==> src/common/pmg_pkg.sv <==
// constants for the peripheral module power gating block
package pmg_pkg;
	localparam int          PMG_NUM_MODS    = 9;
	localparam logic [3:0]  PMG_OFS_CTRL0   = 4'h0;
	localparam logic [3:0]  PMG_OFS_CTRL1   = 4'h1;
	localparam logic [7:0]  PMG_CTRL0_RST   = 8'h00;
	localparam logic [7:0]  PMG_CTRL1_RST   = 8'h00;
	localparam logic [7:0]  PMG_CTRL0_MASK  = 8'hC7;
	localparam logic [7:0]  PMG_CTRL1_MASK  = 8'h87;
	// bit positions in control register zero
	localparam int          PMG_SYS_CLOCK_GATE_BIT  = 7;
	localparam int          PMG_VOLTAGE_REF_BIT     = 6;
	localparam int          PMG_MEMORY_CTRL_BIT     = 2;
	localparam int          PMG_CLOCK_REF_OUT_BIT   = 1;
	localparam int          PMG_CHANGE_IRQ_BIT      = 0;
	// bit positions in control register one
	localparam int          PMG_OSCILLATOR_BIT      = 7;
	localparam int          PMG_TIMER_C_BIT         = 2;
	localparam int          PMG_TIMER_B_BIT         = 1;
	localparam int          PMG_TIMER_A_BIT         = 0;
	// module index order on the peripheral side vectors
	localparam int          PMG_IDX_VREF    = 0;
	localparam int          PMG_IDX_MEM     = 1;
	localparam int          PMG_IDX_CLKREF  = 2;
	localparam int          PMG_IDX_IOC     = 3;
	localparam int          PMG_IDX_OSC     = 4;
	localparam int          PMG_IDX_TMRC    = 5;
	localparam int          PMG_IDX_TMRB    = 6;
	localparam int          PMG_IDX_TMRA    = 7;
	localparam int          PMG_IDX_SYSTEM_CLOCK_NET  = 8;
	localparam logic [7:0]  PMG_READ_ZERO   = 8'h00;
	// release delay: one instruction cycle at 8 MHz instruction rate
	localparam int          PMG_INSTR_NS    = 125;
	localparam int          PMG_CLK_NS      = 25;
	localparam int          PMG_WAKE_CYC    = (PMG_INSTR_NS + PMG_CLK_NS - 1) / PMG_CLK_NS;
	// memory data access settling time, 1 us
	localparam int          PMG_MEM_WAIT_NS = 1000;
	localparam int          PMG_MEM_WAIT_CYC = (PMG_MEM_WAIT_NS + PMG_CLK_NS - 1) / PMG_CLK_NS;
endpackage

==> src/verilog/pmg_module_gate.sv <==
// peripheral module power gating: disable registers and per-module gates
//
// Decided for this implementation: the placing of the registers and the strobed register port.
`timescale 1ns/1ps
`default_nettype none
module pmg_module_gate
	import pmg_pkg::*;
#(
	parameter int WAKE_CYC = PMG_WAKE_CYC
) (
	input  wire logic                    sys_clk_in,
	input  wire logic                    rst_b_in,
	input  wire logic [3:0]              addr_in,
	input  wire logic [7:0]              wdata_in,
	input  wire logic                    wr_in,
	input  wire logic                    rd_in,
	output logic      [7:0]              rdata_out,
	// peripheral side, one bit per module in index order
	output logic [PMG_NUM_MODS-1:0]      mod_clk_en_out,
	output logic [PMG_NUM_MODS-1:0]      mod_rst_b_out,
	output logic [PMG_NUM_MODS-1:0]      mod_ready_out,
	output logic [PMG_NUM_MODS-1:0]      pin_route_en_out,
	// per-module special function register gating
	input  wire logic [PMG_NUM_MODS-1:0] mod_sfr_wr_in,
	input  wire logic [PMG_NUM_MODS-1:0] mod_sfr_rd_in,
	output logic [PMG_NUM_MODS-1:0]      mod_sfr_wr_out,
	output logic [PMG_NUM_MODS-1:0]      mod_sfr_rd_out,
	output logic                         mem_data_ready_out
);

	initial begin
		if (WAKE_CYC < 1 || WAKE_CYC > 255)
			$error("WAKE_CYC out of range");
	end

	logic [7:0]              ctrl0_q;
	logic [7:0]              ctrl1_q;
	logic [7:0]              rdata_q;
	logic [7:0]              rdata_d;
	logic [PMG_NUM_MODS-1:0] dis_w;
	logic [PMG_NUM_MODS-1:0] clk_en_q;
	logic [PMG_NUM_MODS-1:0] rst_b_q;
	logic [PMG_NUM_MODS-1:0] ready_q;
	logic [PMG_NUM_MODS-1:0] route_q;
	logic [PMG_NUM_MODS-1:0] sfr_wr_q;
	logic [PMG_NUM_MODS-1:0] sfr_rd_q;
	logic [9:0]              mem_cnt_q;
	logic                    mem_rdy_q;

	wire sel0_w = (addr_in == PMG_OFS_CTRL0);
	wire sel1_w = (addr_in == PMG_OFS_CTRL1);
	wire wr0_w  = wr_in & sel0_w;
	wire wr1_w  = wr_in & sel1_w;

	assign dis_w[PMG_IDX_VREF]   = ctrl0_q[PMG_VOLTAGE_REF_BIT];
	assign dis_w[PMG_IDX_MEM]    = ctrl0_q[PMG_MEMORY_CTRL_BIT];
	assign dis_w[PMG_IDX_CLKREF] = ctrl0_q[PMG_CLOCK_REF_OUT_BIT];
	assign dis_w[PMG_IDX_IOC]    = ctrl0_q[PMG_CHANGE_IRQ_BIT];
	assign dis_w[PMG_IDX_OSC]    = ctrl1_q[PMG_OSCILLATOR_BIT];
	assign dis_w[PMG_IDX_TMRC]   = ctrl1_q[PMG_TIMER_C_BIT];
	assign dis_w[PMG_IDX_TMRB]   = ctrl1_q[PMG_TIMER_B_BIT];
	assign dis_w[PMG_IDX_TMRA]   = ctrl1_q[PMG_TIMER_A_BIT];
	assign dis_w[PMG_IDX_SYSTEM_CLOCK_NET] = ctrl0_q[PMG_SYS_CLOCK_GATE_BIT];

	always_comb begin
		rdata_d = PMG_READ_ZERO;
		if (rd_in && sel0_w)
			rdata_d = ctrl0_q & PMG_CTRL0_MASK;
		else if (rd_in && sel1_w)
			rdata_d = ctrl1_q & PMG_CTRL1_MASK;
	end

	always_ff @(posedge sys_clk_in or negedge rst_b_in) begin
		if (!rst_b_in) begin
			ctrl0_q <= PMG_CTRL0_RST;
			ctrl1_q <= PMG_CTRL1_RST;
			rdata_q <= PMG_READ_ZERO;
		end else begin
			if (wr0_w)
				ctrl0_q <= wdata_in & PMG_CTRL0_MASK;
			if (wr1_w)
				ctrl1_q <= wdata_in & PMG_CTRL1_MASK;
			rdata_q <= rdata_d;
		end
	end

	genvar g;
	generate
		for (g = 0; g < PMG_NUM_MODS; g++) begin : g_mod
			logic [7:0] wake_q;
			always_ff @(posedge sys_clk_in or negedge rst_b_in) begin
				if (!rst_b_in) begin
					clk_en_q[g] <= 1'b1;
					rst_b_q[g]  <= 1'b1;
					ready_q[g]  <= 1'b1;
					route_q[g]  <= 1'b1;
					sfr_wr_q[g] <= 1'b0;
					sfr_rd_q[g] <= 1'b0;
					wake_q      <= 8'h00;
				end else begin
					clk_en_q[g] <= ~dis_w[g];
					rst_b_q[g]  <= ~dis_w[g];
					route_q[g]  <= ~dis_w[g];
					// writes dropped, reads blocked so data is zero
					sfr_wr_q[g] <= mod_sfr_wr_in[g] & ~dis_w[g];
					sfr_rd_q[g] <= mod_sfr_rd_in[g] & ~dis_w[g];
					// ready marks when software may touch it
					if (dis_w[g]) begin
						wake_q     <= 8'h00;
						ready_q[g] <= 1'b0;
					end else if (!ready_q[g]) begin
						wake_q <= wake_q + 8'h01;
						if (wake_q + 8'h01 >= 8'(WAKE_CYC))
							ready_q[g] <= 1'b1;
					end
				end
			end
		end
	endgenerate

	// memory data settle time after enable
	always_ff @(posedge sys_clk_in or negedge rst_b_in) begin
		if (!rst_b_in) begin
			mem_cnt_q <= 10'h000;
			mem_rdy_q <= 1'b1;
		end else if (dis_w[PMG_IDX_MEM]) begin
			mem_cnt_q <= 10'h000;
			mem_rdy_q <= 1'b0;
		end else if (!mem_rdy_q) begin
			mem_cnt_q <= mem_cnt_q + 10'h001;
			if (mem_cnt_q + 10'h001 >= 10'(PMG_MEM_WAIT_CYC))
				mem_rdy_q <= 1'b1;
		end
	end

	assign rdata_out          = rdata_q;
	assign mod_clk_en_out     = clk_en_q;
	assign mod_rst_b_out      = rst_b_q;
	assign mod_ready_out      = ready_q;
	assign pin_route_en_out   = route_q;
	assign mod_sfr_wr_out     = sfr_wr_q;
	assign mod_sfr_rd_out     = sfr_rd_q;
	assign mem_data_ready_out = mem_rdy_q;

endmodule
`default_nettype wire

==> config.mk <==
export PLATFORM = sky130hd
export DESIGN_NAME = pmg_module_gate
export DESIGN_NICKNAME = d
export VERILOG_FILES = /design/src/common/pmg_pkg.sv /design/src/verilog/pmg_module_gate.sv
export SDC_FILE = /design/constraint.sdc
export NUM_CORES = 1
export LEC_CHECK = 0
export BUFFER_PORTS_ARGS = -buffer_cell sky130_fd_sc_hd__buf_2
export CAP_MARGIN = 10
export CORE_MARGIN = 4
export CORE_UTILIZATION = 50
export CTS_CLUSTER_DIAMETER = 30
export DETAILED_ROUTE_END_ITERATION = 10
export HOLD_SLACK_MARGIN = 0.08
export PLACE_DENSITY = 0.73
export SLEW_MARGIN = 20
export SYNTH_ARGS = -nofsm -noshare
export SYNTH_HDL_FRONTEND = slang
export SYNTH_SLANG_ARGS = --single-unit
==> constraint.sdc <==
create_clock -name sys_clk_in -period 1.6 [get_ports sys_clk_in]
set_input_delay 0.16 -clock sys_clk_in [delete_from_list [all_inputs] [get_ports sys_clk_in]]
set_output_delay 0.16 -clock sys_clk_in [all_outputs]
set_load 0.005 [all_outputs]
# Word level (Yosys, flattened, before mapping)
# Index checks and enable logic that the tools add are counted.
[totals]
output_inout_bits = 63
wordCells = 165
regBits = 136
[op_classes]
n_lt_le_gt_ge = 10
add_sub_neg = 10
mux = 52
eq_ne = 11
n_bitwise = 29
reduce_logical = 3
[op_table]
columns = ["operator", "count"]
rows = [
  ["two-way mux 8 bit", 20],
  ["adder 8 x 1 -> 8 bit (second input constant)", 9],
  [">= comparator 8 x 3 -> 1 bit (second input constant)", 9],
  ["two-way mux 1 bit", 30],
  ["AND 1 bit", 20],
  ["two-way mux 10 bit", 2],
  ["!= test 2 bit (second input constant)", 10],
  ["adder 10 x 1 -> 10 bit (second input constant)", 1],
  [">= comparator 10 x 6 -> 1 bit (second input constant)", 1],
  ["inverter 1 bit", 9],
  ["== test 4 x 1 -> 1 bit (second input constant)", 1],
  ["zero test 4 bit", 1],
  ["logical AND 1 bit", 2],
]

# Depth between registers and ports, before layout
[logic_depth]
word_depth = 5
mapped_depth = 6

# Least setup slack after synthesis
# Ideal clock, no wire load.
[synth_timing]
path_type = "register -> register"
start = "reg g_mod[8].wake_q[0]"
end = "reg g_mod[8].wake_q[7]"
arrival_time_ns = 1.356
path_stages_with_launch = 6
slack_ns = 0.112
path_buffers = 1
setup_ns = 0.132
synth_period_minus_slack_ns = 1.488
path_cell_list = "dfrtp_1 -> and4_1 -> buf_4 -> or4b_1 -> xor2_1 -> nor2_1"
[synth_via]
elab_chain_cells = 3
[synth_lines]
columns = ["item", "line", "rtl"]
rows = [
  ["start: declaration", "pmg_module_gate.sv:90", "logic [7:0] wake_q;"],
  ["start signal: assignment", "pmg_module_gate.sv:112", "wake_q <= wake_q + 8'h01;"],
  ["adder 8 x 1 -> 8 bit", "pmg_module_gate.sv:112", ""],
  ["two-way mux 8 bit", "pmg_module_gate.sv:111", "end else if (!ready_q[g]) begin"],
  ["two-way mux 8 bit", "pmg_module_gate.sv:108", "if (dis_w[g]) begin"],
]
# Every way passes these cells. The select of a mux whose other input is x is not followed.
# A chain may end at the register's enable or synchronous reset.

# Final worst setup path
[layout_timing]
start = "reg g_mod[7].wake_q[1]"
end = "reg ready_q[7], in the netlist mod_ready_out[7]"
[layout_via]
elab_chain_cells = 5
[layout_lines]
columns = ["item", "line", "rtl"]
rows = [
  ["start: declaration", "pmg_module_gate.sv:90", ""],
  ["start signal: assignment", "pmg_module_gate.sv:112", ""],
  ["adder 8 x 1 -> 8 bit", "pmg_module_gate.sv:113", "if (wake_q + 8'h01 >= 8'(WAKE_CYC))"],
  [">= comparator 8 x 3 -> 1 bit", "pmg_module_gate.sv:113", ""],
  ["two-way mux 1 bit", "pmg_module_gate.sv:113", ""],
  ["two-way mux 1 bit", "pmg_module_gate.sv:111", ""],
  ["two-way mux 1 bit", "pmg_module_gate.sv:108", ""],
  ["end signal: indexed assignment", "pmg_module_gate.sv:95", "ready_q[g] <= 1'b1;"],
  ["end signal: indexed assignment", "pmg_module_gate.sv:110", "ready_q[g] <= 1'b0;"],
  ["end signal: indexed assignment", "pmg_module_gate.sv:114", "ready_q[g] <= 1'b1;"],
  ["end: declaration", "pmg_module_gate.sv:43", "logic [PMG_NUM_MODS-1:0] ready_q;"],
]
# Every way passes these cells.

==> impl_metrics.tcl <==
set metrics [dict create \
    status "complete, no violations" \
    setup_viol 0 \
    pwr_density_cell_nw_per_um2 1440 \
    worstSetupPathType "register to register" \
    ys_types 48 \
    dr.first_iter.drc_count 337 \
    gp_congestion 0.851 \
    holdPathStages 3 \
    yosysWarnings 0 \
    whs_ps 137 \
    r2r_cells 5 \
    period_share 0.941 \
    hold_end "rdata_out[2]$_DFF_PN0_" \
    syn_avg_cell_area_sq_um 9.90 \
    total_power_uw 12200 \
    drive_gt1_frac 0.222 \
    routed_wl_microns 14600 \
    synthFlopType "dfrtp_1" \
    clock_skew_ps 8.21 \
    grt_pass1_wl_microns 25200 \
    worst_pin_slew_ps 805 \
    cts_buffer_depth 2 \
    vias 5250 \
    start_kind "register" \
    drcViolationCount 0 \
    fin_util 0.627 \
    rr_startpoint "g_mod[7].wake_q[1]$_DFFE_PN0P_" \
    cap_viol_max_count 0 \
    min-delay-path-class "primary input to register" \
    grt_max_degree 40 \
    clk_latency_ps 410 \
    grt_pass1_vias 5342 \
    synth_edf_count 0 \
    root_buffer "clkbuf_16" \
    cts_tree "done" \
    avgRoutedWirePerCell_microns 14.7 \
    slew_headroom 0.464 \
    clkTransAtPathRegs_ps 60 \
    fmax_mhz 664 \
    synth_top_area_share 0.409 \
    endpoint_kind "register" \
    die_y_microns 126 \
    crit_required_ps 1930 \
    fp.dieW_microns 126 \
    initial_utilization 0.518 \
    ys_ff_latch 133 \
    via_per_inst 5.30 \
    h-tree-depth 4 \
    synth_common_cells "dfrtp_1, nor2_1, xnor2_1" \
    syn_area_sq_um 6970 \
    dieArea_sq_um 15900 \
    grt.total_usage 0.192 \
    cp.arrival_ps 1840 \
    n_antenna_cell 0 \
    synth_cells 704 \
    overflow 0 \
    cp_max_fo 7 \
    ios 97 \
    ir_worst_vdd_mv 0.936 \
    antenna_found_initial 0 \
    numCtsBuffers 17 \
    async_flop_share 1.00 \
    area_delta_synth_final_pct 21.1 \
    hold_violations 0 \
    r2r_setup_slack_ps 90 \
    min_from "rd_in" \
    timing.rr.end "mod_ready_out[7]$_DFF_PN1_" \
    synth_area_leaders "dfrtp_1, dfstp_2, xnor2_1" \
    row_count 42 \
    io_buffers 90 \
    seq_area_frac_synth 0.481 \
    report.final.slew_viol_count 0 \
    synth_top_area_cell "dfrtp_1" \
    p_leak_uw 0.00381 \
    synth_most_common_cell "dfrtp_1" \
    fin_crit_ps 1510 \
    nets 864 \
    final_antenna_net_count 0 \
    core_area_sq_um 13500 \
    place_hpwl_microns 9590 \
    drtPass1Iterations 4 \
    cts.sinks 133 \
]
## placed cells by master, fill, tap and decap left out, drive strengths merged, types with 7 or more instances in the layout
master         n
ha            29
xor2          32
o21ai         28
nand2b         8
nand3         27
nor4           7
inv           31
mux2           9
mux2i         15
clkbuf        17
nand4          9
nor2b         31
clkinv         8
or3           16
buf          103
nor3          22
and3          13
dlygate4sd3   25
dfrtp        114
nor2          92
nand2         29
a21oi         20
xnor2         53
dfstp         19
## logic make-up after synthesis
kind of cell	after synthesis	synth area share
and+or+nand+nor	273	0.200
DFF	133	0.481
xor gates and xnor gates	85	0.107
buffers and inverters	82	0.0562
AOI/OAI and AO/OA	77	0.0675
adders and majority gates	29	0.0521
muxes	24	0.0361
other	1	0.000538
## worst max-delay path by stage
stage | startpoint | endpoint | slack [ps] | cells past startpoint
2_1_floorplan | g_mod[8].wake_q[0]$_DFFE_PN0P_ | g_mod[8].wake_q[7]$_DFFE_PN0P_ | 110 | 5
3_3_place_gp | g_mod[8].wake_q[1]$_DFFE_PN0P_ | mod_ready_out[8]$_DFF_PN1_ | 70 | 5
3_5_place_dp | g_mod[8].wake_q[1]$_DFFE_PN0P_ | mod_ready_out[8]$_DFF_PN1_ | -20 | 5
4_1_cts | mem_cnt_q[1]$_DFFE_PN0P_ | mem_cnt_q[8]$_DFFE_PN0P_ | 40 | 5
5_1_grt | mem_cnt_q[1]$_DFFE_PN0P_ | mem_data_ready_out$_DFF_PN1_ | -10 | 4
6_report | g_mod[7].wake_q[1]$_DFFE_PN0P_ | mod_ready_out[7]$_DFF_PN1_ | 90 | 5
## metal layers
metal	GRT usage	share of wire	vias to the layer above
li1	-	-	2544
met1	0.235	0.43	2576
met2	0.328	0.51	110
met3	0.0504	0.042	20
met4	0.0662	0.018	0
met5	0	0	-
## power breakdown
group          internal, uW  switching [uW]  leakage (uW)
clock network          2620            1490      0.000303
logic                  1470            1290       0.00180
registers              4160            1180       0.00171
## final cells by class
| class | count | area (sq um) |
|---|---|---|
| Clock buffer | 17 | 425 |
| Multi-Input combinational cell | 491 | 3280 |
| Inverter | 30 | 113 |
| Sequential cell | 133 | 3360 |
| Timing Repair Buffer | 128 | 830 |
| Fill cell | 1043 | 5010 |
| Tap cell | 176 | 220 |
| Clock inverter | 15 | 206 |
## critical path, cell delays in order, from the launching register on
cell,delay [ps]
dfrtp_1,460
ha_2,280
nand2_1,110
o21a_1,200
a41o_1,200
a31oi_1,170
## state kept, by name, indices dropped and copies added (netlist names)
name and count:
ctrl0_q 5, ctrl1_q 4, g_mod.wake_q 72, mem_cnt_q 10, mem_data_ready_out 1, mod_ready_out 9
mod_sfr_rd_out 9, mod_sfr_wr_out 9, pin_route_en_out 9, rdata_out 5
## stage by stage
| step | instance area (sq um) | setup TNS, ps | cells | worst slack, ps |
|---|---|---|---|---|
| 3_5_place_dp | 7490 | -17.8 | 932 | -17.8 |
| 6_report | 8440 | 0 | 990 | 94.9 |
| 2_1_floorplan | 6980 | 0 | 706 | 112 |
| 4_1_cts | 8380 | 0 | 989 | 42.4 |
| 3_3_place_gp | 7490 | 0 | 932 | 70.1 |
| 5_1_grt | 8440 | -14.5 | 990 | -14.5 |
## timing repair
action	in CTS	in global routing
resized for setup	2	17
hold endpoints to repair	145	0
buffers inserted	0	1
hold buffers	25	0
pin swaps	0	3
endpoints found under the setup margin	1	15
Power figures use the tool's default switching activity.
